File: src/core/usio_pkg.sv
// Package for the synchronous shift-mode serial port block.
// Assumes one 100 MHz clock and a plain strobe register port.
package usio_pkg;

  // Register offsets on the plain register port.
  localparam logic [7:0] USIO_OFF_CONTROL = 8'h98;
  localparam logic [7:0] USIO_OFF_BUFFER = 8'h99;
  localparam logic [7:0] USIO_OFF_AUXCFG = 8'h8e;
  localparam logic [7:0] USIO_OFF_STATUS = 8'ha0;
  localparam logic [7:0] USIO_OFF_MASK = 8'ha1;
  localparam logic [7:0] USIO_OFF_STROBE = 8'ha2;

  // Reset values.
  localparam logic [7:0] USIO_RST_CONTROL = 8'h00;
  localparam logic [7:0] USIO_RST_AUXCFG = 8'h00;
  localparam logic [7:0] USIO_RST_MASK = 8'h00;

  // Field positions in the serial control register.
  localparam int USIO_CTL_TXDONE = 1;
  localparam int USIO_CTL_RXDONE = 0;
  localparam int USIO_CTL_RXEN = 4;
  localparam int USIO_CTL_MODE_HI = 7;
  localparam int USIO_CTL_MODE_LO = 6;
  localparam logic [1:0] USIO_MODE_SHIFT = 2'h0;

  // Field positions in the interrupt status and mask registers.
  localparam int USIO_IRQ_RX = 0;
  localparam int USIO_IRQ_TX = 1;

  // Shift clock timing: oscillator divided by twelve.
  localparam int USIO_SHIFT_DIV = 12;
  localparam int USIO_HALF_DIV = USIO_SHIFT_DIV / 2;
  localparam int USIO_BITS = 8;

  // Transfer states.
  typedef enum logic [1:0] {USIO_IDLE, USIO_LOW, USIO_HIGH} usio_state_type;

endpackage : usio_pkg

File: src/core/usio_mode0.sv
// Top of the synchronous shift-mode serial port with register port.
// Assumes a master that strobes one register access per cycle at most.
//
// What this block does, and what the external shifter and software do
// Shift clock runs at oscillator divided by twelve.
// Data pin bidirectional, clock pin output only.
// Eight bits per transfer, least significant first.
// Control write with receive enable starts reception.
// Receive done flag sets, stays until cleared.
// Buffer read returns last received byte.
// Buffer write without receive enable transmits.
// Transmit done flag stays until software clears.
// External shifter loads while strobe is low.
// External shifter shifts while strobe high.
// Pulse load strobe low before receiving group.
// Clock idles high, consistent data edges.
//
// The plain strobed port is this design's own decision.
`timescale 1ns/1ns
module usio_mode0
  import usio_pkg::*;
(
  input wire logic clk,
  input wire logic rstn,
  input wire logic [7:0] regAddr,
  input wire logic [7:0] regWdata,
  input wire logic regWr,
  input wire logic regRd,
  output logic [7:0] regRdata,
  output logic shiftClkOut,
  input wire logic serialDataIn,
  output logic serialDataOut,
  output logic serialDataOe,
  output logic loadStrobe,
  output logic irq
);

  ////////////////////////////////////////////////////////////////////////
  // Pin synchroniser.

  logic dinMeta_q; // First stage, read only by the second.
  logic dinSync_q; // Second stage, safe for logic.

  // The data pin comes from the external shifter, another domain.
  always_ff @(posedge clk or negedge rstn)
  begin
    if (!rstn)
    begin
      dinMeta_q <= 1'b0;
      dinSync_q <= 1'b0;
    end
    else
    begin
      dinMeta_q <= serialDataIn;
      dinSync_q <= dinMeta_q;
    end
  end

  ////////////////////////////////////////////////////////////////////////
  // Register decode.

  wire selCtl = (regAddr == USIO_OFF_CONTROL);
  wire selBuf = (regAddr == USIO_OFF_BUFFER);
  wire selAux = (regAddr == USIO_OFF_AUXCFG);
  wire selSts = (regAddr == USIO_OFF_STATUS);
  wire selMsk = (regAddr == USIO_OFF_MASK);
  wire selStb = (regAddr == USIO_OFF_STROBE);
  wire wrCtl = regWr && selCtl;
  wire wrBuf = regWr && selBuf;

  logic [7:0] ctl_q; // Serial control register.
  logic [7:0] aux_q; // Auxiliary configuration, stored only.
  logic [7:0] mask_q; // Interrupt mask.
  logic [1:0] sts_q; // Sticky interrupt status.
  logic load_q; // Load strobe pin level.
  logic [7:0] rdata_q; // Read data, valid the cycle after a read.
  logic start_q; // One-cycle start for the shifter.
  logic startRx_q; // Direction of that start.
  logic [7:0] txByte_q; // Byte held for transmission.

  // Shift mode is selected when the mode field is zero.
  wire shiftMode = (ctl_q[USIO_CTL_MODE_HI:USIO_CTL_MODE_LO]
                    == USIO_MODE_SHIFT);
  wire [7:0] ctlNew = regWdata;
  wire newShift = (ctlNew[USIO_CTL_MODE_HI:USIO_CTL_MODE_LO]
                   == USIO_MODE_SHIFT);

  wire engBusy;
  wire engDone;
  wire engClk;
  wire engOut;
  wire engOe;
  wire [7:0] engRx;

  // Reception starts on a control write selecting shift mode with
  // receive enabled. R4
  wire goRx = wrCtl && newShift && ctlNew[USIO_CTL_RXEN] && !engBusy;
  // A buffer write starts transmission when receive is disabled. R7
  wire goTx = wrBuf && shiftMode && !ctl_q[USIO_CTL_RXEN] && !engBusy;

  // Completion events by direction.
  wire rxEvt = engDone && startRx_q;
  wire txEvt = engDone && !startRx_q;

  ////////////////////////////////////////////////////////////////////////
  // Control register with hardware-set done flags.

  // Done flags set by hardware; a set in the clearing cycle wins. R5 R8
  always_ff @(posedge clk or negedge rstn)
  begin
    if (!rstn)
      ctl_q <= USIO_RST_CONTROL;
    else
    begin
      if (wrCtl)
        ctl_q <= ctlNew;
      if (rxEvt)
        ctl_q[USIO_CTL_RXDONE] <= 1'b1;
      if (txEvt)
        ctl_q[USIO_CTL_TXDONE] <= 1'b1;
    end
  end

  // Start pulse and byte latch for the shift engine.
  always_ff @(posedge clk or negedge rstn)
  begin
    if (!rstn)
    begin
      start_q <= 1'b0;
      startRx_q <= 1'b0;
      txByte_q <= '0;
    end
    else
    begin
      start_q <= goRx || goTx;
      if (goRx || goTx)
        startRx_q <= goRx;
      if (wrBuf)
        txByte_q <= regWdata;
    end
  end

  // Plain configuration registers and the load strobe pin.
  always_ff @(posedge clk or negedge rstn)
  begin
    if (!rstn)
    begin
      aux_q <= USIO_RST_AUXCFG;
      mask_q <= USIO_RST_MASK;
      load_q <= 1'b1;
    end
    else
    begin
      if (regWr && selAux)
        aux_q <= regWdata;
      if (regWr && selMsk)
        mask_q <= regWdata;
      // Software pulses this low then high before a receive group. R11
      if (regWr && selStb)
        load_q <= regWdata[0];
    end
  end

  ////////////////////////////////////////////////////////////////////////
  // Interrupt status: sticky, cleared by reading it.

  // A completion that lands on the clearing read is kept.
  always_ff @(posedge clk or negedge rstn)
  begin
    if (!rstn)
      sts_q <= '0;
    else
    begin
      if (regRd && selSts)
        sts_q <= '0;
      if (rxEvt)
        sts_q[USIO_IRQ_RX] <= 1'b1;
      if (txEvt)
        sts_q[USIO_IRQ_TX] <= 1'b1;
    end
  end

  assign irq = |(sts_q & mask_q[1:0]);

  ////////////////////////////////////////////////////////////////////////
  // Read path; unmapped addresses read as zero.

  wire [7:0] rdMux =
    selCtl ? ctl_q :
    selBuf ? engRx :
    selAux ? aux_q :
    selSts ? {6'h00, sts_q} :
    selMsk ? mask_q :
    selStb ? {6'h00, engBusy, load_q} : 8'h00;

  // Data registered so it stands in exactly the cycle after the read.
  always_ff @(posedge clk or negedge rstn)
  begin
    if (!rstn)
      rdata_q <= '0;
    else
      rdata_q <= regRd ? rdMux : 8'h00;
  end

  assign regRdata = rdata_q;

  ////////////////////////////////////////////////////////////////////////
  // Shift engine at oscillator over twelve. R1

  usio_shifter #(
    .DATA_BITS(USIO_BITS),
    .HALF_DIV(USIO_HALF_DIV)
  ) u_shifter (
    .clk(clk),
    .rstn(rstn),
    .start(start_q),
    .receive(startRx_q),
    .txByte(txByte_q),
    .dataIn(dinSync_q),
    .shiftClk(engClk),
    .dataOut(engOut),
    .dataOe(engOe),
    .busy(engBusy),
    .done(engDone),
    .rxByte(engRx)
  );

  // Clock pin is output only; data pin turns around by direction. R2
  assign shiftClkOut = engClk;
  assign serialDataOut = engOut;
  assign serialDataOe = engOe;
  assign loadStrobe = load_q;

endmodule : usio_mode0

File: src/core/usio_shifter.sv
// Shift engine: moves one byte over the data pin under a divided clock.
// Assumes a single-cycle start pulse and a synchronised data input.
`timescale 1ns/1ns
module usio_shifter
  import usio_pkg::*;
#(
  parameter int DATA_BITS = USIO_BITS,
  parameter int HALF_DIV = USIO_HALF_DIV
)
(
  input wire logic clk,
  input wire logic rstn,
  input wire logic start,
  input wire logic receive,
  input wire logic [DATA_BITS-1:0] txByte,
  input wire logic dataIn,
  output logic shiftClk,
  output logic dataOut,
  output logic dataOe,
  output logic busy,
  output logic done,
  output logic [DATA_BITS-1:0] rxByte
);

  // Refuse sizes the counters below cannot represent.
  if (DATA_BITS < 1 || HALF_DIV < 1)
  begin : g_badParams
    $error("usio_shifter: width and divider must be positive");
  end

  localparam int CW = $clog2(HALF_DIV + 1);
  localparam int BW = $clog2(DATA_BITS + 1);
  localparam logic [CW-1:0] HALF_LAST = CW'(HALF_DIV - 1);
  localparam logic [BW-1:0] BIT_LAST = BW'(DATA_BITS - 1);

  usio_state_type state_q, state_d; // Phase of the shift clock.
  logic [CW-1:0] tick_q; // Cycles spent in the current half period.
  logic [BW-1:0] bit_q; // Index of the bit in flight.
  logic [DATA_BITS-1:0] sh_q; // Shift register, bit 0 goes first.
  logic rx_q; // Direction latched at start.
  logic done_q; // One-cycle completion pulse.

  wire halfEnd = (tick_q == HALF_LAST);
  wire lastBit = (bit_q == BIT_LAST);

  // Next-state logic; clock is low in LOW and high in HIGH and IDLE.
  always_comb
  begin
    state_d = state_q;
    unique case (state_q)
      USIO_IDLE: if (start) state_d = USIO_LOW;
      USIO_LOW: if (halfEnd) state_d = USIO_HIGH;
      USIO_HIGH: if (halfEnd) state_d = lastBit ? USIO_IDLE : USIO_LOW;
    endcase
  end

  // Sequencer; data changes on the falling edge, sampled on rising. R12
  always_ff @(posedge clk or negedge rstn)
  begin
    if (!rstn)
    begin
      state_q <= USIO_IDLE;
      tick_q <= '0;
      bit_q <= '0;
      sh_q <= '0;
      rx_q <= 1'b0;
      done_q <= 1'b0;
      rxByte <= '0;
    end
    else
    begin
      state_q <= state_d;
      done_q <= 1'b0;
      tick_q <= (state_q == USIO_IDLE || halfEnd) ? '0 : tick_q + 1'b1;
      if (state_q == USIO_IDLE && start)
      begin
        sh_q <= txByte;
        rx_q <= receive;
        bit_q <= '0;
      end
      // Rising edge: capture the incoming bit into the top, LSB first. R3
      if (state_q == USIO_LOW && halfEnd && rx_q)
        sh_q <= {dataIn, sh_q[DATA_BITS-1:1]};
      // Falling edge: next transmit bit, so it stands over the rise. R12
      if (state_q == USIO_HIGH && halfEnd && !rx_q)
        sh_q <= {sh_q[0], sh_q[DATA_BITS-1:1]};
      if (state_q == USIO_HIGH && halfEnd)
      begin
        bit_q <= bit_q + 1'b1;
        if (lastBit)
        begin
          done_q <= 1'b1;
          if (rx_q)
            rxByte <= sh_q;
        end
      end
    end
  end

  // Clock idles high; data pin driven only while transmitting. R2
  assign shiftClk = (state_q != USIO_LOW);
  assign dataOut = sh_q[0];
  assign dataOe = (state_q != USIO_IDLE) && !rx_q;
  assign busy = (state_q != USIO_IDLE);
  assign done = done_q;

endmodule : usio_shifter

File: config.mk
export PLATFORM = sky130hd
export DESIGN_NAME = usio_mode0
export DESIGN_NICKNAME = d
export VERILOG_FILES = /design/src/core/usio_pkg.sv /design/src/core/usio_mode0.sv /design/src/core/usio_shifter.sv
export SDC_FILE = /design/constraint.sdc
export NUM_CORES = 1
export LEC_CHECK = 0
export BUFFER_PORTS_ARGS = -buffer_cell sky130_fd_sc_hd__buf_2
export CAP_MARGIN = 25
export CORE_UTILIZATION = 39
export CTS_CLUSTER_SIZE = 14
export DETAILED_ROUTE_END_ITERATION = 16
export PLACE_DENSITY = 0.6
export SKIP_CTS_REPAIR_TIMING = 1
export SLEW_MARGIN = 20
export SYNTH_ARGS = -nofsm -noshare
export SYNTH_HDL_FRONTEND = slang
export SYNTH_SLANG_ARGS = --single-unit
File: constraint.sdc
create_clock -name clk -period 2.3 [get_ports clk]
set_input_delay 0.115 -clock clk [delete_from_list [all_inputs] [get_ports clk]]
set_output_delay 0.115 -clock clk [all_outputs]
set_load 0.01 [all_outputs]
# After elaboration in Yosys (flattened, before gate mapping)
# Cells that the tools add are included.
# W data, S select, Z words.
[word_totals]
inputBits = 21
elab_cells = 103
register_bits = 74
[op_classes]
addsub = 2
reduce_logical = 39
n_eq_ne = 14
muxes = 26
bitwise = 1
[ops]
columns = ["operator", "count"]
rows = [
  ["$mux W8", 9],
  ["$eq A8 B8 Y1 const B", 6],
  ["$logic_and A1 B1 Y1", 20],
  ["$mux W2", 6],
  ["$reduce_bool A2 Y1", 6],
  ["$mux W4", 2],
  ["$mux W1", 7],
  ["$logic_not A2 Y1", 3],
  ["$ne A2 B1 Y1 const B", 3],
  ["$pmux W2 S3", 1],
  ["$reduce_and A3 Y1", 2],
  ["$add A4 B1 Y4 const B", 1],
  ["$eq A4 B3 Y1 const B", 1],
  ["$logic_not A1 Y1", 4],
  ["$add A3 B1 Y3 const B", 1],
  ["$eq A3 B3 Y1 const B", 1],
  ["$mux W3", 1],
  ["$reduce_bool A3 Y1", 1],
  ["$and A2 B2 Y2", 1],
  ["$eq A2 B1 Y1 const B", 1],
  ["$eq A2 B2 Y1 const B", 1],
  ["$logic_or A1 B1 Y1", 2],
  ["$ne A2 B2 Y1 const B", 1],
  ["$reduce_or A2 Y1", 1],
]

# Longest topological paths before layout
[logic_depth]
word_depth = 8
mapped_depth = 6

# Hierarchy
# A second synthesis with hierarchy kept.
[unflattened]
hier_cells = 256
hier_area_um2 = 3342.0
[by_module_without_submodules]
columns = ["mod", "cells_per_inst", "seq_area_each_um2", "area_per_inst_um2", "n_inst"]
rows = [
  ["usio_mode0", 156, 1177.4, 2117.0, 1],
  ["usio_shifter", 100, 675.6, 1224.9, 1],
]

# Worst setup path after synthesis
# OpenSTA, ideal clock, no wires.
[synth_timing]
path_kind = "register -> register"
start = "register u_shifter.rx_q"
end = "register u_shifter.sh_q[7]"
t_arrival_ns = 1.528
setup_ns = 0.124
setup_slack_ns = 0.648
stages_incl_launch_ff = 6
path_buffers = 1
period_less_slack_ns = 1.652
path_cell_list = "dfrtp_1 buf_2 or3b_1 a21oi_4 nor2_1 o31a_1"
[synth_via]
elab_chain_len = 3
word_cells_on_any_way = 6
[synth_lines]
columns = ["item", "line_no", "text"]
rows = [
  ["from (decl)", "usio_shifter.sv:40", "logic rx_q;"],
  ["from (signal assigned)", "usio_shifter.sv:78", "rx_q <= receive;"],
  ["$logic_and A1 B1 Y1 / $logic_not A1 Y1 (equally long branches)", "usio_shifter.sv:82, usio_shifter.sv:85", ""],
  ["$mux W8 / $logic_and A1 B1 Y1 (equally long branches)", "usio_shifter.sv:82, usio_shifter.sv:85", ""],
  ["$mux W8 / $reduce_bool A3 Y1 (equally long branches)", "--", ""],
  ["to (signal assigned)", "usio_shifter.sv:77", "sh_q <= txByte;"],
  ["to (signal assigned)", "usio_shifter.sv:83", "sh_q <= {dataIn, sh_q[DATA_BITS-1:1]};"],
  ["to (signal assigned)", "usio_shifter.sv:86", "sh_q <= {sh_q[0], sh_q[DATA_BITS-1:1]};"],
  ["to (decl)", "usio_shifter.sv:39", "logic [DATA_BITS-1:0] sh_q;"],
]
# Parallel ways exist; a longest one is shown, timed or not.
# A chain may end at the register's enable or synchronous reset.

# Worst setup path in the final report
[layout_timing]
start = "register u_shifter.state_q[0]"
end = "register u_shifter.sh_q[3]"
[layout_via]
elab_chain_len = 5
word_cells_on_any_way = 11
[layout_lines]
columns = ["item", "line_no", "text"]
rows = [
  ["from (decl)", "usio_shifter.sv:36", "usio_state_type state_q, state_d;"],
  ["from (signal assigned)", "usio_shifter.sv:72", "state_q <= state_d;"],
  ["$eq A2 B1 Y1", "usio_shifter.sv:82", "if (state_q == USIO_LOW && halfEnd && rx_q)"],
  ["$logic_and A1 B1 Y1 (2 in series)", "usio_shifter.sv:82", ""],
  ["$mux W8", "usio_shifter.sv:82", ""],
  ["$mux W8", "usio_shifter.sv:85", "if (state_q == USIO_HIGH && halfEnd && !rx_q)"],
]
# Parallel ways exist; a longest one is shown, timed or not.

==> flow_summary.json <==
{
  "status": "complete, no violations",
  "drive_gt1_frac": 0.312,
  "synth-compound-area-share": 0.119,
  "grt_pass1_wl_um": 12400,
  "timing.rr.end": "u_shifter.sh_q[3]$_DFFE_PN0P_",
  "htree_levels": 3,
  "drv_slew": 0,
  "switching_share": 0.232,
  "yosys_warnings": 0,
  "fillers": 844,
  "cp_data_required_time_ns": 2.53,
  "drt_first_iter_violations": 85,
  "end_kind": "register",
  "ys_ff_latch": 74,
  "grt_pass1_vias": 2424,
  "cp-startpoint": "u_shifter.state_q[0]$_DFFE_PN0P_",
  "fin_util": 0.467,
  "worst-path-max-fanout": 12,
  "synth_mux_area_frac": 0.141,
  "grt.total_usage": 0.182,
  "start_util": 0.401,
  "ff2ff_setup_slack_ns": 0.38,
  "p_leak_nw": 1.90,
  "synth_xor_area_frac": 0,
  "synth_ff_type": "dfrtp_1",
  "clk_pin_slew_ns": 0.09,
  "chipHeight_um": 96.4,
  "wl_per_cell_um": 17.5,
  "yosys.area.top_type": "dfrtp_1",
  "syn_to_final_growth_pct": 16.4,
  "die_area_mm2": 0.00930,
  "seq_area_frac_synth": 0.533,
  "setup_tns_ns": 0,
  "diodes": 0,
  "dp_hpwl_um": 5500,
  "synthArstFlopShare": 1.00,
  "ys_types": 52,
  "drv_cap": 0,
  "clkPwrFrac": 0.441,
  "synth_area_leaders": "dfrtp_1, mux2_2, nand3_1, a21oi_1, a221o_1",
  "ff_latch_area_mm2": 0.00185,
  "place_congestion": 0.890,
  "drt_wl_total_um": 7770,
  "tritoncts": "yes",
  "critPathCapture": "u_shifter.sh_q[3]$_DFFE_PN0P_",
  "portBuffers": 33,
  "hold_class": "in2reg",
  "dieWidth_um": 96.4,
  "numCtsBuffers": 9,
  "rsz0062_at_grt": "false",
  "max_freq_mhz": 521,
  "peakVddDrop_v": 0.000295,
  "clock_skew_ns": 0.0124,
  "drc": 0,
  "synth_top_area_frac": 0.525,
  "root_buffer": "clkbuf_8",
  "p_switching_mw": 0.646,
  "syn-cell-area_mm2": 0.00348,
  "multi_input_area_mm2": 0.00155,
  "grt_max_degree": 75,
  "crit_path_start_kind": "register",
  "relSlewSlack": 0.633,
  "antenna_found_initial": 0,
  "drt_pass1_iterations": 4,
  "vias": 2512,
  "ioPinCount": 34,
  "path_cells": "or3b_1 -> a21oi_4 -> nor2_1 -> a221o_1",
  "placed_cell_area_mm2": 0.00376,
  "r2r-start": "u_shifter.state_q[0]$_DFFE_PN0P_",
  "hold_viol": 0,
  "nNetsFinal": 356,
  "power_mw": 2.79,
  "worst_pin_slew_ns": 0.549,
  "avgSynthCellArea_um2": 11.8,
  "crit_slowest_cell": "dfrtp_1",
  "min_period_ns": 1.92,
  "crit_type": "reg2reg",
  "synthAdderAreaFrac": 0.0108,
  "routed_via_density": 5.64,
  "final.period_utilization": 0.835,
  "clk_latency_ns": 0.35,
  "r2r_cells": 4,
  "synth-edff-count": 0,
  "cp.arrival_ns": 2.15,
  "stdcell_area_mm2": 0.00405,
  "synth_top_family_by_area": "simple AND/OR/NAND/NOR gates",
  "syn-num-nets": 318,
  "coreArea_mm2": 0.00868,
  "setup_viol": 0,
  "ant_nets": 0,
  "pwr-share-comb": 0.068,
  "cts.sinks": 74,
  "p_int_mw": 2.14,
  "slowest_delay_ns": 0.50,
  "rows": 34,
  "p_seq_frac": 0.492,
  "synth-simple-area-share": 0.173,
  "cts_buffer_depth": 2,
  "synth_cells": 294,
  "power.density_mw_per_mm2": 688,
  "grt_overflow": 0
}
-- how the worst min path moves through the flow --
stage                 start                    end  slack, ns  depth (start not counted)
6_report        regWdata[5]  mask_q[5]$_DFFE_PN0P_       0.06                          2
3_5_place_dp   serialDataIn    dinMeta_q$_DFF_PN0_       0.23                          1
5_1_grt         regWdata[5]  mask_q[5]$_DFFE_PN0P_       0.06                          2
3_3_place_gp   serialDataIn    dinMeta_q$_DFF_PN0_       0.22                          1
4_1_cts        serialDataIn    dinMeta_q$_DFF_PN0_      -0.14                          1
2_1_floorplan          rstn   aux_q[0]$_DFFE_PN0P_      -0.18                          0
-- registers in the layout (all words and copies together) (netlist names), 2 cells and up --
| register | cells |
|---|---|
| aux_q | 8 |
| ctl_q | 8 |
| mask_q | 8 |
| regRdata | 8 |
| sts_q | 2 |
| txByte_q | 8 |
| u_shifter.bit_q | 4 |
| u_shifter.rxByte | 8 |
| u_shifter.sh_q | 8 |
| u_shifter.state_q | 2 |
| u_shifter.tick_q | 3 |
-- cell families (layout without fill, tap and decap cells) --
family                     after synthesis  count (layout)
adders and majority gates                3               3
buffers and inverters                   19              62
and+or+nand+nor                         98              98
muxes                                   44              44
DFF                                     74              74
AOI/OAI and AO/OA                       56              56
-- worst max-delay path, delay by kind of cell, from the launching register on --
| kind | cells | cell delay, ns |
|---|---|---|
| AND/OR/NAND/NOR | 2 | 0.67 |
| AO/OA/AOI/OAI | 2 | 0.63 |
| flip-flops | 1 | 0.50 |
-- final cells by class --
cell class                      count  area share
Inverter                            4     0.00371
Multi-Input combinational cell    201       0.382
Timing Repair Buffer               42      0.0643
Clock buffer                       10      0.0315
Tap cell                          108      0.0334
Sequential cell                    74       0.458
Clock inverter                      6      0.0278
-- cell usage after synthesis, types with 2 or more instances --
cell type,count
dfrtp_1,73
mux2_2,36
nand3_1,18
a21oi_1,16
nand2_1,16
nor2_1,14
o21ai_0,11
and2_1,8
a221o_1,7
nand4b_1,7
clkbuf_1,6
o221a_2,6
buf_2,5
nand4_1,5
inv_1,4
mux2_1,4
mux2i_1,4
nor3_1,4
nor3b_1,4
buf_1,3
ha_1,3
nand2b_1,3
nand3b_1,3
nor2b_1,3
a221oi_1,2
a22o_1,2
and4b_1,2
-- routing by layer --
layer	GRT usage	part of all wire
met4	0.0760	0.020
met3	0.0336	0.032
met2	0.290	0.47
met5	0	0
met1	0.242	0.48
-- power groups by stage --
stage                     Sequential [mW]  Combinational [mW]  Clock, mW
after floorplan                      1.38               0.103          0
after global placement               1.40               0.178          0
after detailed placement             1.40               0.181          0
after CTS                            1.37               0.182       1.25
after global routing                 1.38               0.209       1.31
final                                1.37               0.188       1.23
-- metrics by stage --
step,instances,setup WS (ns),hold slack (ns)
after global placement,426,0.429,0.224
after detailed placement,426,0.394,0.227
after floorplan,294,0.648,-0.181
after CTS,442,0.382,-0.142
final,445,0.380,0.0581
after global routing,445,0.328,0.0612
-- cell usage in the layout, fill, tap and decap left out, types with 8 or more instances in the layout --
cell type	Yosys	routed
o21ai_0	11	11
clkbuf_8	0	9
dfrtp_1	73	73
mux2_2	36	36
nor2_1	14	14
buf_2	5	32
nand2_1	16	16
a21oi_1	16	16
and2_1	8	8
nand3_1	18	18
No activity file was read; power rests on OpenSTA's default activity.
